==> config.mk <==
export PLATFORM = sky130hd
export DESIGN_NAME = mcs_sequencer
export DESIGN_NICKNAME = d
export VERILOG_FILES = /design/src/verilog/mcs_sequencer.v /design/src/verilog/mcs_tick_gen.v /design/src/verilog/mcs_buf2.v
export VERILOG_INCLUDE_DIRS = /design/src /design/src/verilog
export SDC_FILE = /design/constraint.sdc
export NUM_CORES = 1
export LEC_CHECK = 0
export BUFFER_PORTS_ARGS = -buffer_cell sky130_fd_sc_hd__buf_4
export CORE_MARGIN = 1
export CORE_UTILIZATION = 54
export DETAILED_ROUTE_END_ITERATION = 12
export GPL_TIMING_DRIVEN = 0
export PLACE_DENSITY = 0.77
export SLEW_MARGIN = 40
export SYNTH_ARGS = -nofsm -noshare
export SYNTH_HDL_FRONTEND = slang
export SYNTH_SLANG_ARGS = --single-unit
==> constraint.sdc <==
create_clock -name i_core_clk -period 2.8 [get_ports i_core_clk]
set_input_delay 0.56 -clock i_core_clk [delete_from_list [all_inputs] [get_ports i_core_clk]]
set_output_delay 0.56 -clock i_core_clk [all_outputs]
set_load 0.005 [all_outputs]
==> src/verilog/mcs_defines.vh <==
// mcs_defines.vh: constants of the conversion sequencer
`ifndef MCS_DEFINES_VH
`define MCS_DEFINES_VH
// channel-enable configuration
`define MCS_CFG_W 8
`define MCS_CFG_RESET 8'hFF
// result word and channel index widths
`define MCS_RES_W 12
`define MCS_CH_W 3
`define MCS_CH_MAX 3'h7
// conversion-clock ticks to the first result, and between results
`define MCS_FIRST_TICKS 4'hD
`define MCS_NEXT_TICKS 4'h3
// internal mode counts the start as its first clock edge
`define MCS_FIRST_TICKS_INT 4'hC
// internal oscillator made from the core clock as a rational rate
`define MCS_CORE_MHZ 6'h14
`define MCS_INT_OSC_MHZ 6'h0F
`define MCS_OSC_ACC_W 6
`endif

==> src/verilog/mcs_sequencer.v <==
// mcs_sequencer.v: conversion sequencer and parallel host interface
`timescale 1ns/10ps
`default_nettype none
`include "mcs_defines.vh"
module mcs_sequencer #(
  parameter NUM_CH = 8
) (
  input wire i_core_clk,
  input wire i_resetn,
  input wire i_conversion_start,
  input wire i_power_down_in,
  input wire i_idle_input_powerdown_n,
  input wire i_clock_source_select,
  input wire i_ext_clk,
  input wire i_cs_n,
  input wire i_rd_n,
  input wire i_wr_n,
  input wire [7:0] i_data_in,
  input wire [`MCS_RES_W-1:0] i_conv_result,
  output reg [`MCS_RES_W-1:0] o_data_out,
  output reg o_data_oe,
  output reg o_sample_hold,
  output reg [`MCS_CH_W-1:0] o_conv_channel,
  output reg [`MCS_CFG_W-1:0] o_channel_power,
  output reg o_result_ready_n,
  output reg o_final_result_flag_n
);
  // ------------------------------------------------------------
  // states and constants
  // ------------------------------------------------------------
  localparam [1:0] ST_IDLE = 2'h0;
  localparam [1:0] ST_CONV = 2'h1;
  localparam [1:0] ST_DONE = 2'h2;
  localparam [1:0] ST_POWER_DOWN_IN = 2'h3;
  localparam [`MCS_CFG_W-1:0] CH_MASK = ~({`MCS_CFG_W{1'b1}} << NUM_CH);
  localparam BW = `MCS_RES_W + 1;

  // lowest set bit of a channel set
  function [`MCS_CH_W-1:0] low_ch;
    input [`MCS_CFG_W-1:0] set;
    integer i;
    begin
      low_ch = 3'h0;
      for (i = `MCS_CFG_W - 1; i >= 0; i = i - 1) begin
        if (set[i]) begin
          low_ch = i[`MCS_CH_W-1:0];
        end
      end
    end
  endfunction

  // ------------------------------------------------------------
  // input edge history and strap capture
  // ------------------------------------------------------------
  reg conv_q;
  reg pd_q;
  reg wr_n_q;
  reg cs_n_q;
  reg rd_act_q;
  reg [7:0] din_q;
  reg use_int_q;
  wire rd_act = ~i_cs_n & ~i_rd_n;
  wire start_fall = conv_q & ~i_conversion_start;
  wire start_rise = ~conv_q & i_conversion_start;
  wire pd_fall = pd_q & ~i_power_down_in;
  wire rd_begin = rd_act & ~rd_act_q;

  // pin history; strap is taken every cycle after reset release
  always @(posedge i_core_clk or negedge i_resetn) begin
    if (!i_resetn) begin
      conv_q <= 1'b0;
      pd_q <= 1'b0;
      wr_n_q <= 1'b1;
      cs_n_q <= 1'b1;
      rd_act_q <= 1'b0;
      din_q <= 8'h00;
      use_int_q <= 1'b1;
    end else begin
      conv_q <= i_conversion_start;
      pd_q <= i_power_down_in;
      wr_n_q <= i_wr_n;
      cs_n_q <= i_cs_n;
      rd_act_q <= rd_act;
      din_q <= i_data_in;
      use_int_q <= i_clock_source_select;
    end
  end

  // ------------------------------------------------------------
  // configuration byte
  // ------------------------------------------------------------
  reg [`MCS_CFG_W-1:0] cfg_q;
  reg [`MCS_CFG_W-1:0] active_q;
  wire wr_rise = ~wr_n_q & i_wr_n & ~cs_n_q;

  // byte held across the low write strobe, taken at its rise
  always @(posedge i_core_clk or negedge i_resetn) begin
    if (!i_resetn) begin
      cfg_q <= `MCS_CFG_RESET;
    end else if (wr_rise) begin
      cfg_q <= din_q;
    end
  end

  // channel set in use, updated only at a start fall
  always @(posedge i_core_clk or negedge i_resetn) begin
    if (!i_resetn) begin
      active_q <= `MCS_CFG_RESET & CH_MASK;
    end else if (start_fall) begin
      active_q <= cfg_q & CH_MASK;
    end
  end

  // ------------------------------------------------------------
  // conversion clock
  // ------------------------------------------------------------
  wire tick;
  mcs_tick_gen u_tick (
    .i_core_clk(i_core_clk),
    .i_resetn(i_resetn),
    .i_use_internal(use_int_q),
    .i_ext_clk(i_ext_clk),
    .o_tick(tick)
  );

  // ------------------------------------------------------------
  // sequencer
  // ------------------------------------------------------------
  reg [1:0] st_q;
  reg [`MCS_CFG_W-1:0] rem_q;
  reg [3:0] ph_q;
  reg due_q;
  wire buf_in_ready;
  wire abort = start_fall | i_power_down_in;
  wire launch = (start_rise & ~i_power_down_in) | pd_fall;
  wire push = (st_q == ST_CONV) & due_q & buf_in_ready & ~abort;
  wire last_one = (rem_q & (rem_q - 8'h01)) == 8'h00;
  // internal rate runs free from reset and does not restart with the start; the start edge still counts as a tick
  wire [3:0] first_ph = use_int_q ? `MCS_FIRST_TICKS_INT : `MCS_FIRST_TICKS;

  // start, tick countdown, channel walk, abort
  always @(posedge i_core_clk or negedge i_resetn) begin
    if (!i_resetn) begin
      st_q <= ST_IDLE;
      rem_q <= 8'h00;
      ph_q <= 4'h0;
      due_q <= 1'b0;
    end else begin
      case (st_q)
        ST_IDLE, ST_DONE: begin
          due_q <= 1'b0;
          if (i_power_down_in) begin
            st_q <= ST_POWER_DOWN_IN;
          end else if (start_fall) begin
            st_q <= ST_IDLE;
          end else if (launch && active_q != 8'h00) begin
            st_q <= ST_CONV;
            rem_q <= active_q;
            ph_q <= first_ph;
          end
        end
        ST_CONV: begin
          if (i_power_down_in) begin
            st_q <= ST_POWER_DOWN_IN;
            due_q <= 1'b0;
          end else if (start_fall) begin
            st_q <= ST_IDLE;
            due_q <= 1'b0;
          end else begin
            if (tick && ph_q == 4'h1) begin
              ph_q <= `MCS_NEXT_TICKS;
              due_q <= 1'b1;
            end else if (tick) begin
              ph_q <= ph_q - 4'h1;
            end
            if (push) begin
              rem_q <= rem_q & ~(8'h01 << low_ch(rem_q));
              if (!(tick && ph_q == 4'h1)) begin
                due_q <= 1'b0;
              end
              if (last_one) begin
                st_q <= ST_DONE;
              end
            end
          end
        end
        ST_POWER_DOWN_IN: begin
          due_q <= 1'b0;
          if (!i_power_down_in) begin
            if (active_q != 8'h00) begin
              st_q <= ST_CONV;
              rem_q <= active_q;
              ph_q <= first_ph;
            end else begin
              st_q <= ST_IDLE;
            end
          end
        end
        default: begin
          st_q <= ST_IDLE;
        end
      endcase
    end
  end

  // ------------------------------------------------------------
  // result buffer and result store
  // ------------------------------------------------------------
  wire buf_out_valid;
  wire [BW-1:0] buf_out;
  wire store_ready = ~rd_act; // store stalls while a read is open
  wire store_wr = buf_out_valid & store_ready;

  mcs_buf2 #(.W(BW)) u_buf (
    .i_core_clk(i_core_clk),
    .i_resetn(i_resetn),
    .i_flush(abort),
    .i_valid(push),
    .o_ready(buf_in_ready),
    .i_data({last_one, i_conv_result}),
    .o_valid(buf_out_valid),
    .i_ready(store_ready),
    .o_data(buf_out)
  );

  reg [`MCS_RES_W-1:0] res_mem [0:`MCS_CFG_W-1];
  reg [`MCS_CH_W:0] wcnt_q;
  reg [`MCS_CH_W-1:0] rptr_q;

  // results land in order; abort empties the store
  always @(posedge i_core_clk) begin
    if (store_wr && !abort) begin
      res_mem[wcnt_q[`MCS_CH_W-1:0]] <= buf_out[`MCS_RES_W-1:0];
    end
  end

  // write count and read pointer with wrap to the first result
  always @(posedge i_core_clk or negedge i_resetn) begin
    if (!i_resetn) begin
      wcnt_q <= 4'h0;
      rptr_q <= 3'h0;
    end else if (abort) begin
      wcnt_q <= 4'h0;
      rptr_q <= 3'h0;
    end else begin
      if (store_wr) begin
        wcnt_q <= wcnt_q + 4'h1;
      end
      if (rd_begin) begin
        if ({1'b0, rptr_q} + 4'h1 >= wcnt_q) begin
          rptr_q <= 3'h0;
        end else begin
          rptr_q <= rptr_q + 3'h1;
        end
      end
    end
  end

  // ------------------------------------------------------------
  // host-facing outputs
  // ------------------------------------------------------------
  // bus driven only while select and read are both low
  always @(posedge i_core_clk or negedge i_resetn) begin
    if (!i_resetn) begin
      o_data_out <= 12'h000;
      o_data_oe <= 1'b0;
    end else begin
      o_data_oe <= rd_act;
      if (rd_begin) begin
        o_data_out <= res_mem[rptr_q];
      end
    end
  end

  // flags, hold control, converter channel and input power
  always @(posedge i_core_clk or negedge i_resetn) begin
    if (!i_resetn) begin
      o_result_ready_n <= 1'b1;
      o_final_result_flag_n <= 1'b1;
      o_sample_hold <= 1'b0;
      o_conv_channel <= 3'h0;
      o_channel_power <= 8'h00;
    end else begin
      o_result_ready_n <= ~(store_wr & ~abort);
      if (abort) begin
        o_final_result_flag_n <= 1'b1;
      end else if (store_wr && buf_out[BW-1]) begin
        o_final_result_flag_n <= 1'b0;
      end
      o_sample_hold <= i_conversion_start & ~i_power_down_in;
      o_conv_channel <= low_ch(rem_q);
      o_channel_power <= i_power_down_in ? 8'h00 :
        ((i_idle_input_powerdown_n ? 8'hFF : active_q) & CH_MASK);
    end
  end
endmodule // mcs_sequencer
`default_nettype wire

==> src/verilog/mcs_tick_gen.v <==
// mcs_tick_gen.v: conversion-clock tick from internal rate or external clock
`timescale 1ns/10ps
`default_nettype none
`include "mcs_defines.vh"
module mcs_tick_gen (
  input wire i_core_clk,
  input wire i_resetn,
  input wire i_use_internal,
  input wire i_ext_clk,
  output reg o_tick
);
  localparam [`MCS_OSC_ACC_W-1:0] STEP = `MCS_INT_OSC_MHZ;
  localparam [`MCS_OSC_ACC_W-1:0] WRAP = `MCS_CORE_MHZ;
  reg [`MCS_OSC_ACC_W-1:0] acc_q;
  reg [`MCS_OSC_ACC_W-1:0] acc_d;
  reg ext_q;
  reg int_tick;
  // fractional accumulator: STEP ticks every WRAP core cycles
  always @* begin
    acc_d = acc_q + STEP;
    int_tick = 1'b0;
    if (acc_d >= WRAP) begin
      acc_d = acc_d - WRAP;
      int_tick = 1'b1;
    end
  end
  // external mode ticks on each rising edge of the sampled clock pin
  always @(posedge i_core_clk or negedge i_resetn) begin
    if (!i_resetn) begin
      acc_q <= 6'h00;
      ext_q <= 1'b0;
      o_tick <= 1'b0;
    end else begin
      acc_q <= acc_d;
      ext_q <= i_ext_clk;
      o_tick <= i_use_internal ? int_tick : (i_ext_clk & ~ext_q);
    end
  end
endmodule // mcs_tick_gen
`default_nettype wire

==> src/verilog/mcs_buf2.v <==
// mcs_buf2.v: two-entry buffer with valid and ready on both sides
`timescale 1ns/10ps
`default_nettype none
module mcs_buf2 #(
  parameter W = 16
) (
  input wire i_core_clk,
  input wire i_resetn,
  input wire i_flush,
  input wire i_valid,
  output wire o_ready,
  input wire [W-1:0] i_data,
  output wire o_valid,
  input wire i_ready,
  output wire [W-1:0] o_data
);
  reg [W-1:0] mem_q [0:1];
  reg wp_q;
  reg rp_q;
  reg [1:0] cnt_q;
  wire push = i_valid && (cnt_q != 2'h2);
  wire pop = i_ready && (cnt_q != 2'h0);
  assign o_ready = (cnt_q != 2'h2);
  assign o_valid = (cnt_q != 2'h0);
  assign o_data = mem_q[rp_q];
  // storage and pointers; flush drops everything held
  always @(posedge i_core_clk or negedge i_resetn) begin
    if (!i_resetn) begin
      wp_q <= 1'b0;
      rp_q <= 1'b0;
      cnt_q <= 2'h0;
    end else if (i_flush) begin
      wp_q <= 1'b0;
      rp_q <= 1'b0;
      cnt_q <= 2'h0;
    end else begin
      if (push) begin
        wp_q <= ~wp_q;
      end
      if (pop) begin
        rp_q <= ~rp_q;
      end
      cnt_q <= cnt_q + {1'b0, push} - {1'b0, pop};
    end
  end
  // data array has no reset
  always @(posedge i_core_clk) begin
    if (push && !i_flush) begin
      mem_q[wp_q] <= i_data;
    end
  end
endmodule // mcs_buf2
`default_nettype wire

==> results of run 1 <==
==> worst max-delay path, stage by stage (launching register included) <==
cell	delay (ps)
dfrtp_1	370
nor2b_1	140
buf_6	130
or2_2	270
clkbuf_1	250
or3_4	500
nor3_2	170
buf_2	270
buf_2	240
==> layer usage <==
| metal | GRT usage | wire length, um | vias to the layer above |
|---|---|---|---|
| met5 | 0 | 0 | - |
| met4 | 0.0700 | 297 | 0 |
| met3 | 0.0410 | 885 | 26 |
| met2 | 0.395 | 8820 | 153 |
| met1 | 0.269 | 6560 | 2472 |
| li1 | - | - | 2213 |
==> stage by stage <==
stage	setup TNS [ps]	area [um^2]	cells	utilization	hold slack (ps)
after CTS	0	10000	867	0.658	147
after floorplan	-2670	8460	553	-	264
after detailed placement	-7390	9230	827	0.605	450
final	0	10100	867	0.659	124
after global routing	0	10100	867	0.659	142
after global placement	-65680	9140	819	0.599	416
==> cell usage in the layout, fill, tap and decap left out, types with 3 or more instances in the layout <==
| cell | count |
|---|---|
| o21ai_0 | 15 |
| mux2_2 | 27 |
| mux4_2 | 24 |
| or3_1 | 3 |
| nand2b_1 | 5 |
| ha_1 | 14 |
| mux2i_1 | 12 |
| clkbuf_1 | 15 |
| clkbuf_8 | 4 |
| nand3_1 | 6 |
| a31oi_1 | 13 |
| buf_4 | 56 |
| bufinv_16 | 4 |
| o21bai_1 | 4 |
| a21oi_1 | 19 |
| xnor2_1 | 7 |
| a211o_1 | 3 |
| nor2_1 | 48 |
| buf_2 | 9 |
| dfrtp_1 | 69 |
| nor3_1 | 3 |
| clkbuf_16 | 24 |
| inv_1 | 26 |
| xor2_1 | 6 |
| nor3_2 | 5 |
| nor2b_1 | 6 |
| nand2_1 | 37 |
| buf_1 | 4 |
| dfstp_2 | 21 |
| edfxtp_1 | 122 |
==> cell families (layout without fill, tap and decap cells) <==
family,Yosys count,count (layout),synth area share
compound gates,71,71,0.0531
xor+xnor,13,13,0.0135
fa+ha+maj,14,14,0.0207
buf+inv,46,149,0.0226
flops,212,212,0.702
mux,63,63,0.114
simple gates,134,134,0.0737
==> power by group through the flow <==
stage / clock (mW) / combinational (mW) / sequential (mW)
after floorplan: 0 / 0.475 / 3.77
after global placement: 0 / 0.720 / 3.80
after detailed placement: 0 / 0.762 / 3.82
after CTS: 3.20 / 0.775 / 3.77
after global routing: 3.34 / 0.860 / 3.80
final: 3.16 / 0.771 / 3.78
==> worst paths after layout <==
path                               from            end  slack, ps  depth (start not counted)
max reg2reg                      conv_q  res_mem[4][9]        140                          8
min reg2reg                u_tick.ext_q  u_tick.o_tick        430                          1
min                            i_resetn      rptr_q[0]        120                          1
min in group i_core_clk    i_data_in[3]       din_q[3]        160                          1
max                              conv_q  res_mem[4][9]        140                          8
max in group asynchronous      i_resetn        ph_q[0]       2160                          1
==> layout make-up <==
cell class,instances,area share
Multi-Input combinational cell,295,0.238
Clock buffer,31,0.0653
Sequential cell,212,0.591
Buffer,20,0.00933
Tap cell,211,0.0262
Inverter,26,0.00970
Timing Repair Buffer,63,0.0461
Clock inverter,9,0.0143
==> timing repair <==
item,4_1_cts,5_1_grt
resized for setup,1,3
hold buffers,0,0
endpoints found under the setup margin,7,27
==> state kept, by name (all words and copies together) (netlist names), 2 cells and up <==
name,flops
res_mem,96
u_tick.acc_q,6
din_q,8
o_data_out,12
cfg_q,8
rem_q,8
u_buf.cnt_q,2
rptr_q,3
active_q,8
st_q,2
o_conv_channel,3
o_channel_power,8
u_buf.mem_q,26
ph_q,4
wcnt_q,4
==> metrics.txt, run 1 <==
status finished clean; GRT overflow 0; Required @ worst endpoint 2990 ps; leakage 3.89 nW; Avg WL per Cell 19.1 um; Multi-input gate area about 2400 um^2; crit path DAT around 2800 ps; part of the power in registers 0.490; Final Hold Vio Count 0; Hold Crit Class input port to async pin; Post-Place Worst Slack -322 ps; Initial Utilization 0.554; largest cells by area after synthesis edfxtp_1 43%, dfrtp_1 20%, dfstp_2 6.5%, mux4_2 6.4%, mux2_2 3.6%; first-pass GRT wire length 26.9 mm; crit start category register; sequential area share after synthesis 0.702; Final setup viols 0; Mapped Area about 8500 um^2; Setup WS post-layout 143 ps; WS Path Type register to register; area grow syn2layout 18.9%; Worst Max-Slew Pin Slew 808 ps; initial antenna violation count 0; critical-path maximum fanout 10; ANT cells 0; number of flops mapped to enable cells by yosys 122; Final Cycle Share 0.949; Die Y between 100 and 150 um; Max IR drop VDD 0.527 mV; combinational power share 0.100; largest net degree at the start of global routing 91; via count 4864; layout cell share with drive strength beyond 1 0.293; CTS H-tree lvls 1; gr usage total 0.220; async set-reset flop share out of synthesis 0.425; gpl congestion between 0.8 and 0.9; CTS Root Buffer Type clkbuf_16; final max-slew violation count 0; clock latency at the later pin of the worst-skew pair 500 ps; die area 16200 um^2; worst clock skew 19.9 ps; most common cell in the netlist edfxtp_1; Synth Net Count roughly 600; chip width 127 um; TritonCTS clock tree yes; Clock Sinks roughly 210; deepest clock path buffer count 3; max-cap violation count 0; Tot Pwr 7.71 mW; Yosys warning count 0; vias in the first global route 5141; TritonCTS buffer count 22; # rows 45; Clk pwr share 0.410; Synth Instances 553; Final HPWL DP 11.0 mm; Yosys top cell by area edfxtp_1; FF+latch area 5940 um^2; Slew headroom 0.460; Sw Share 0.230; fin nets roughly 700; FF+latch count, synth between 200 and 250; Synth Flop Type edfxtp_1; DRT Wirelength 16.6 mm; RSZ-0062 raised after global routing no; 1st-pass router iterations 5; syn_area_per_cell 15.3 um^2; Routed Antenna Nets 0; Worst Setup End Kind register; fmax 0.376 GHz; Power Density 766 nW/um^2; NetSw 1.77 mW; # port buffers 55; top cell type's share of synthesized area 0.433; Post-synth top cells 122 x edfxtp_1, 69 x dfrtp_1, 51 x nor2_1; post-synth cell types 49; number of vias per cell 5.61; I/O pin cnt 57; Fillers 1057; internal power 5.94 mW; Core Area 15300 um^2; Final min period 2660 ps; initial drt markers about 340; postcts setup bufs 0; post-route DRC violation count 0; Clk pin slew, worst setup/hold paths ~70 ps
Note: power is estimated with default switching activity, not from simulation.
==> run 2: changes to the inputs <==
--- a/config.mk
+++ b/config.mk
@@ -7,10 +7,10 @@
 export NUM_CORES = 1
 export LEC_CHECK = 0
 export BUFFER_PORTS_ARGS = -buffer_cell sky130_fd_sc_hd__buf_4
+export CORE_ASPECT_RATIO = 0.8
 export CORE_MARGIN = 1
 export CORE_UTILIZATION = 54
 export DETAILED_ROUTE_END_ITERATION = 12
-export GPL_TIMING_DRIVEN = 0
 export PLACE_DENSITY = 0.77
 export SLEW_MARGIN = 40
 export SYNTH_ARGS = -nofsm -noshare
==> run 2 against run 1 <==
Clock power shrank 15%. Final cell count shrank 1.6%. Sequential power is essentially flat. Utilization fell by 0.85 points. Power down 6.2%. Non-clock buffer count is 9 lower. Worst hold slack gained 1.1 ps. Count of clock-buffer cells in the layout is 3 lower. Clock skew shrank 12 ps. Maximum frequency grew 21%. Sequential cell count unchanged. Register-to-register slack gained 470 ps. Critical endpoint is now res_mem[2][11]. Largest power group unchanged. Highest routed layer unchanged.
==> metrics.txt, run 2 (synthesis results as in run 1) <==
Clk pwr share 0.371 (-0.039); number of vias per cell 5.58 (-0.53%); Avg WL per Cell 18.8 um (-1.6%); Final min period 2190 ps (-467 ps); ANT cells 0 (unchanged); deepest clock path buffer count 3 (unchanged); GRT overflow 0 (unchanged); max-cap violation count 0 (unchanged); gr usage total 0.207 (-0.0124); Worst path slowest cell or3_1; post-route DRC violation count 0 (unchanged); CP max stage delay 430 ps (-70 ps); Post-Route Setup TNS 0 ps (unchanged); # rows 40 (-11%); first-pass GRT wire length 25.2 mm (-6.4%); Clock Sinks 212 (unchanged); layout cell share with drive strength beyond 1 0.286 (-0.00652); Required @ worst endpoint 2980 ps (about the same); Routed Antenna Nets 0 (unchanged); R2R Path Start conv_q; area grow syn2layout 16.7%; Worst path top cell family by delay simple AND/OR/NAND/NOR gates; chip width 142 um (+12%); R2R depth 5 (-3); design area 9870 um^2 (-1.9%); CTS H-tree lvls 1 (unchanged); RSZ-0062 raised after global routing no; worst clock skew 8.15 ps (-11.7 ps); Die Y 114 um (-10%); postcts setup bufs 0 (unchanged); die area 16200 um^2 (about the same); Slew headroom 0.512 (+0.0514); Final HPWL DP 10.5 mm (-4.0%); commonest non-fill, non-tap cell in the layout edfxtp_1; Placed Instance Area 9200 um^2 (-0.26%); Tot Pwr 7.23 mW (-6.2%); 1st-pass router iterations 5 (unchanged); combinational power share 0.107 (+0.007); number of hold buffers added after CTS 0 (unchanged); CTS Root Buffer Type clkbuf_16; critical-path maximum fanout 12 (+2); Reg-to-Reg End res_mem[2][11]; Hold Crit Class input port to async pin; Initial Utilization 0.558 (+0.00343); Final Hold Vio Count 0 (unchanged); gpl congestion 0.869 (+7.6%); Setup WS post-layout 610 ps (+467 ps); Final Cycle Share 0.782 (-0.167); # port buffers 56 (+1.8%); setup slack, reg-to-reg 610 ps (+470 ps); Max IR drop VDD 0.373 mV (-29%); clock latency at the later pin of the worst-skew pair 490 ps (about the same); final max-slew violation count 0 (unchanged); largest net degree at the start of global routing 53 (-42%); via count 4760 (-2.1%); TritonCTS clock tree yes; crit path DAT 2370 ps (-470 ps); leakage 3.82 nW (-1.8%); Worst Max-Slew Pin Slew 731 ps (-77.0 ps); Clk pin slew, worst setup/hold paths 60 ps (about the same); I/O pin cnt 57 (unchanged); part of the power in registers 0.522 (+0.032); NetSw 1.71 mW (-3.9%); DRT Wirelength 16.0 mm (-3.2%); initial antenna violation count 0 (unchanged); vias in the first global route 4740 (-7.8%); fmax 0.457 GHz (+21%); Largest register FFs 96 (unchanged); Post-Place Worst Slack 438 ps (+760 ps); Final Util 0.651 (-0.00854); Fillers 1013 (-4.2%); Power Density 733 nW/um^2 (-4.3%); Sw Share 0.236 (+0.00556); Core Area 15200 um^2 (-0.62%); initial drt markers 441 (+28%); Worst Setup End Kind register; worst path cell trace nor2b_1, or2_2, or3_1, nor3_1, buf_4; TritonCTS buffer count 20 (-9.1%); Buffers & Inverters on Critical Path 1 (-3); status finished clean; WS Path Type register to register; internal power 5.53 mW (-6.8%); fin nets 673 (-1.6%); crit start category register; Final setup viols 0 (unchanged); CTS resizes 0 (-1); commonest cells after routing, fill and taps aside 122 x edfxtp_1, 73 x buf_4, 69 x dfrtp_1, 50 x nor2_1, 37 x nand2_1
## run 2: cell types whose count changed in the layout (fill, tap and decap cells not counted), moves of 2 or more
| cell | delta |
|---|---|
| buf_2 | -9 |
| nor2_1 | +2 |
| buf_6 | -2 |
| clkbuf_8 | -3 |
| bufinv_16 | -2 |
| clkinv_1 | -2 |
| clkbuf_1 | -9 |
| nor3_1 | +6 |
| buf_4 | +17 |
| clkbuf_16 | -3 |
| nor3_2 | -4 |
| nor3_4 | -2 |
| buf_1 | -4 |
## run 2: how the worst max path moves through the flow
stage,start,end,slack [ps],depth (start not counted)
floorplan,i_power_down_in,res_mem[0][0],-70,5
global placement,i_conversion_start,u_buf.mem_q[0][1],440,5
detailed placement,i_conversion_start,rem_q[4],440,6
CTS,conv_q,res_mem[2][0],590,5
global route,rptr_q[0],rptr_q[1],470,7
finish,conv_q,res_mem[2][11],610,5
## run 2: area by class of cell
class	instances	area, um^2	share of cell area
Clock buffer	28	562	0.0569
Clock inverter	8	96.3	0.00976
Inverter	26	97.6	0.00989
Multi-Input combinational cell	295	2340	0.237
Sequential cell	212	5940	0.602
Tap cell	210	263	0.0266
Timing Repair Buffer	74	568	0.0576
## run 2: power by group through the flow
stage / combinational [mW] / sequential, mW / clock (mW)
after CTS: 0.771 / 3.77 / 2.72
after floorplan: 0.475 / 3.77 / 0
final: 0.772 / 3.78 / 2.69
after global routing: 0.848 / 3.80 / 2.83
after detailed placement: 0.765 / 3.83 / 0
after global placement: 0.730 / 3.81 / 0
## run 2: layer usage
layer,GRT usage,vias to the layer above,wire [um]
met5,0,-,0
met4,0.0437,0,252
met3,0.0344,23,842
met2,0.339,141,7700
met1,0.298,2402,7240
li1,-,2194,-
## run 2: stage by stage
step                      hold WS (ps)  std cells
after floorplan                    264        553
after global placement             420        817
after detailed placement           435        817
after CTS                          148        853
after global routing               162        853
final                              125        853
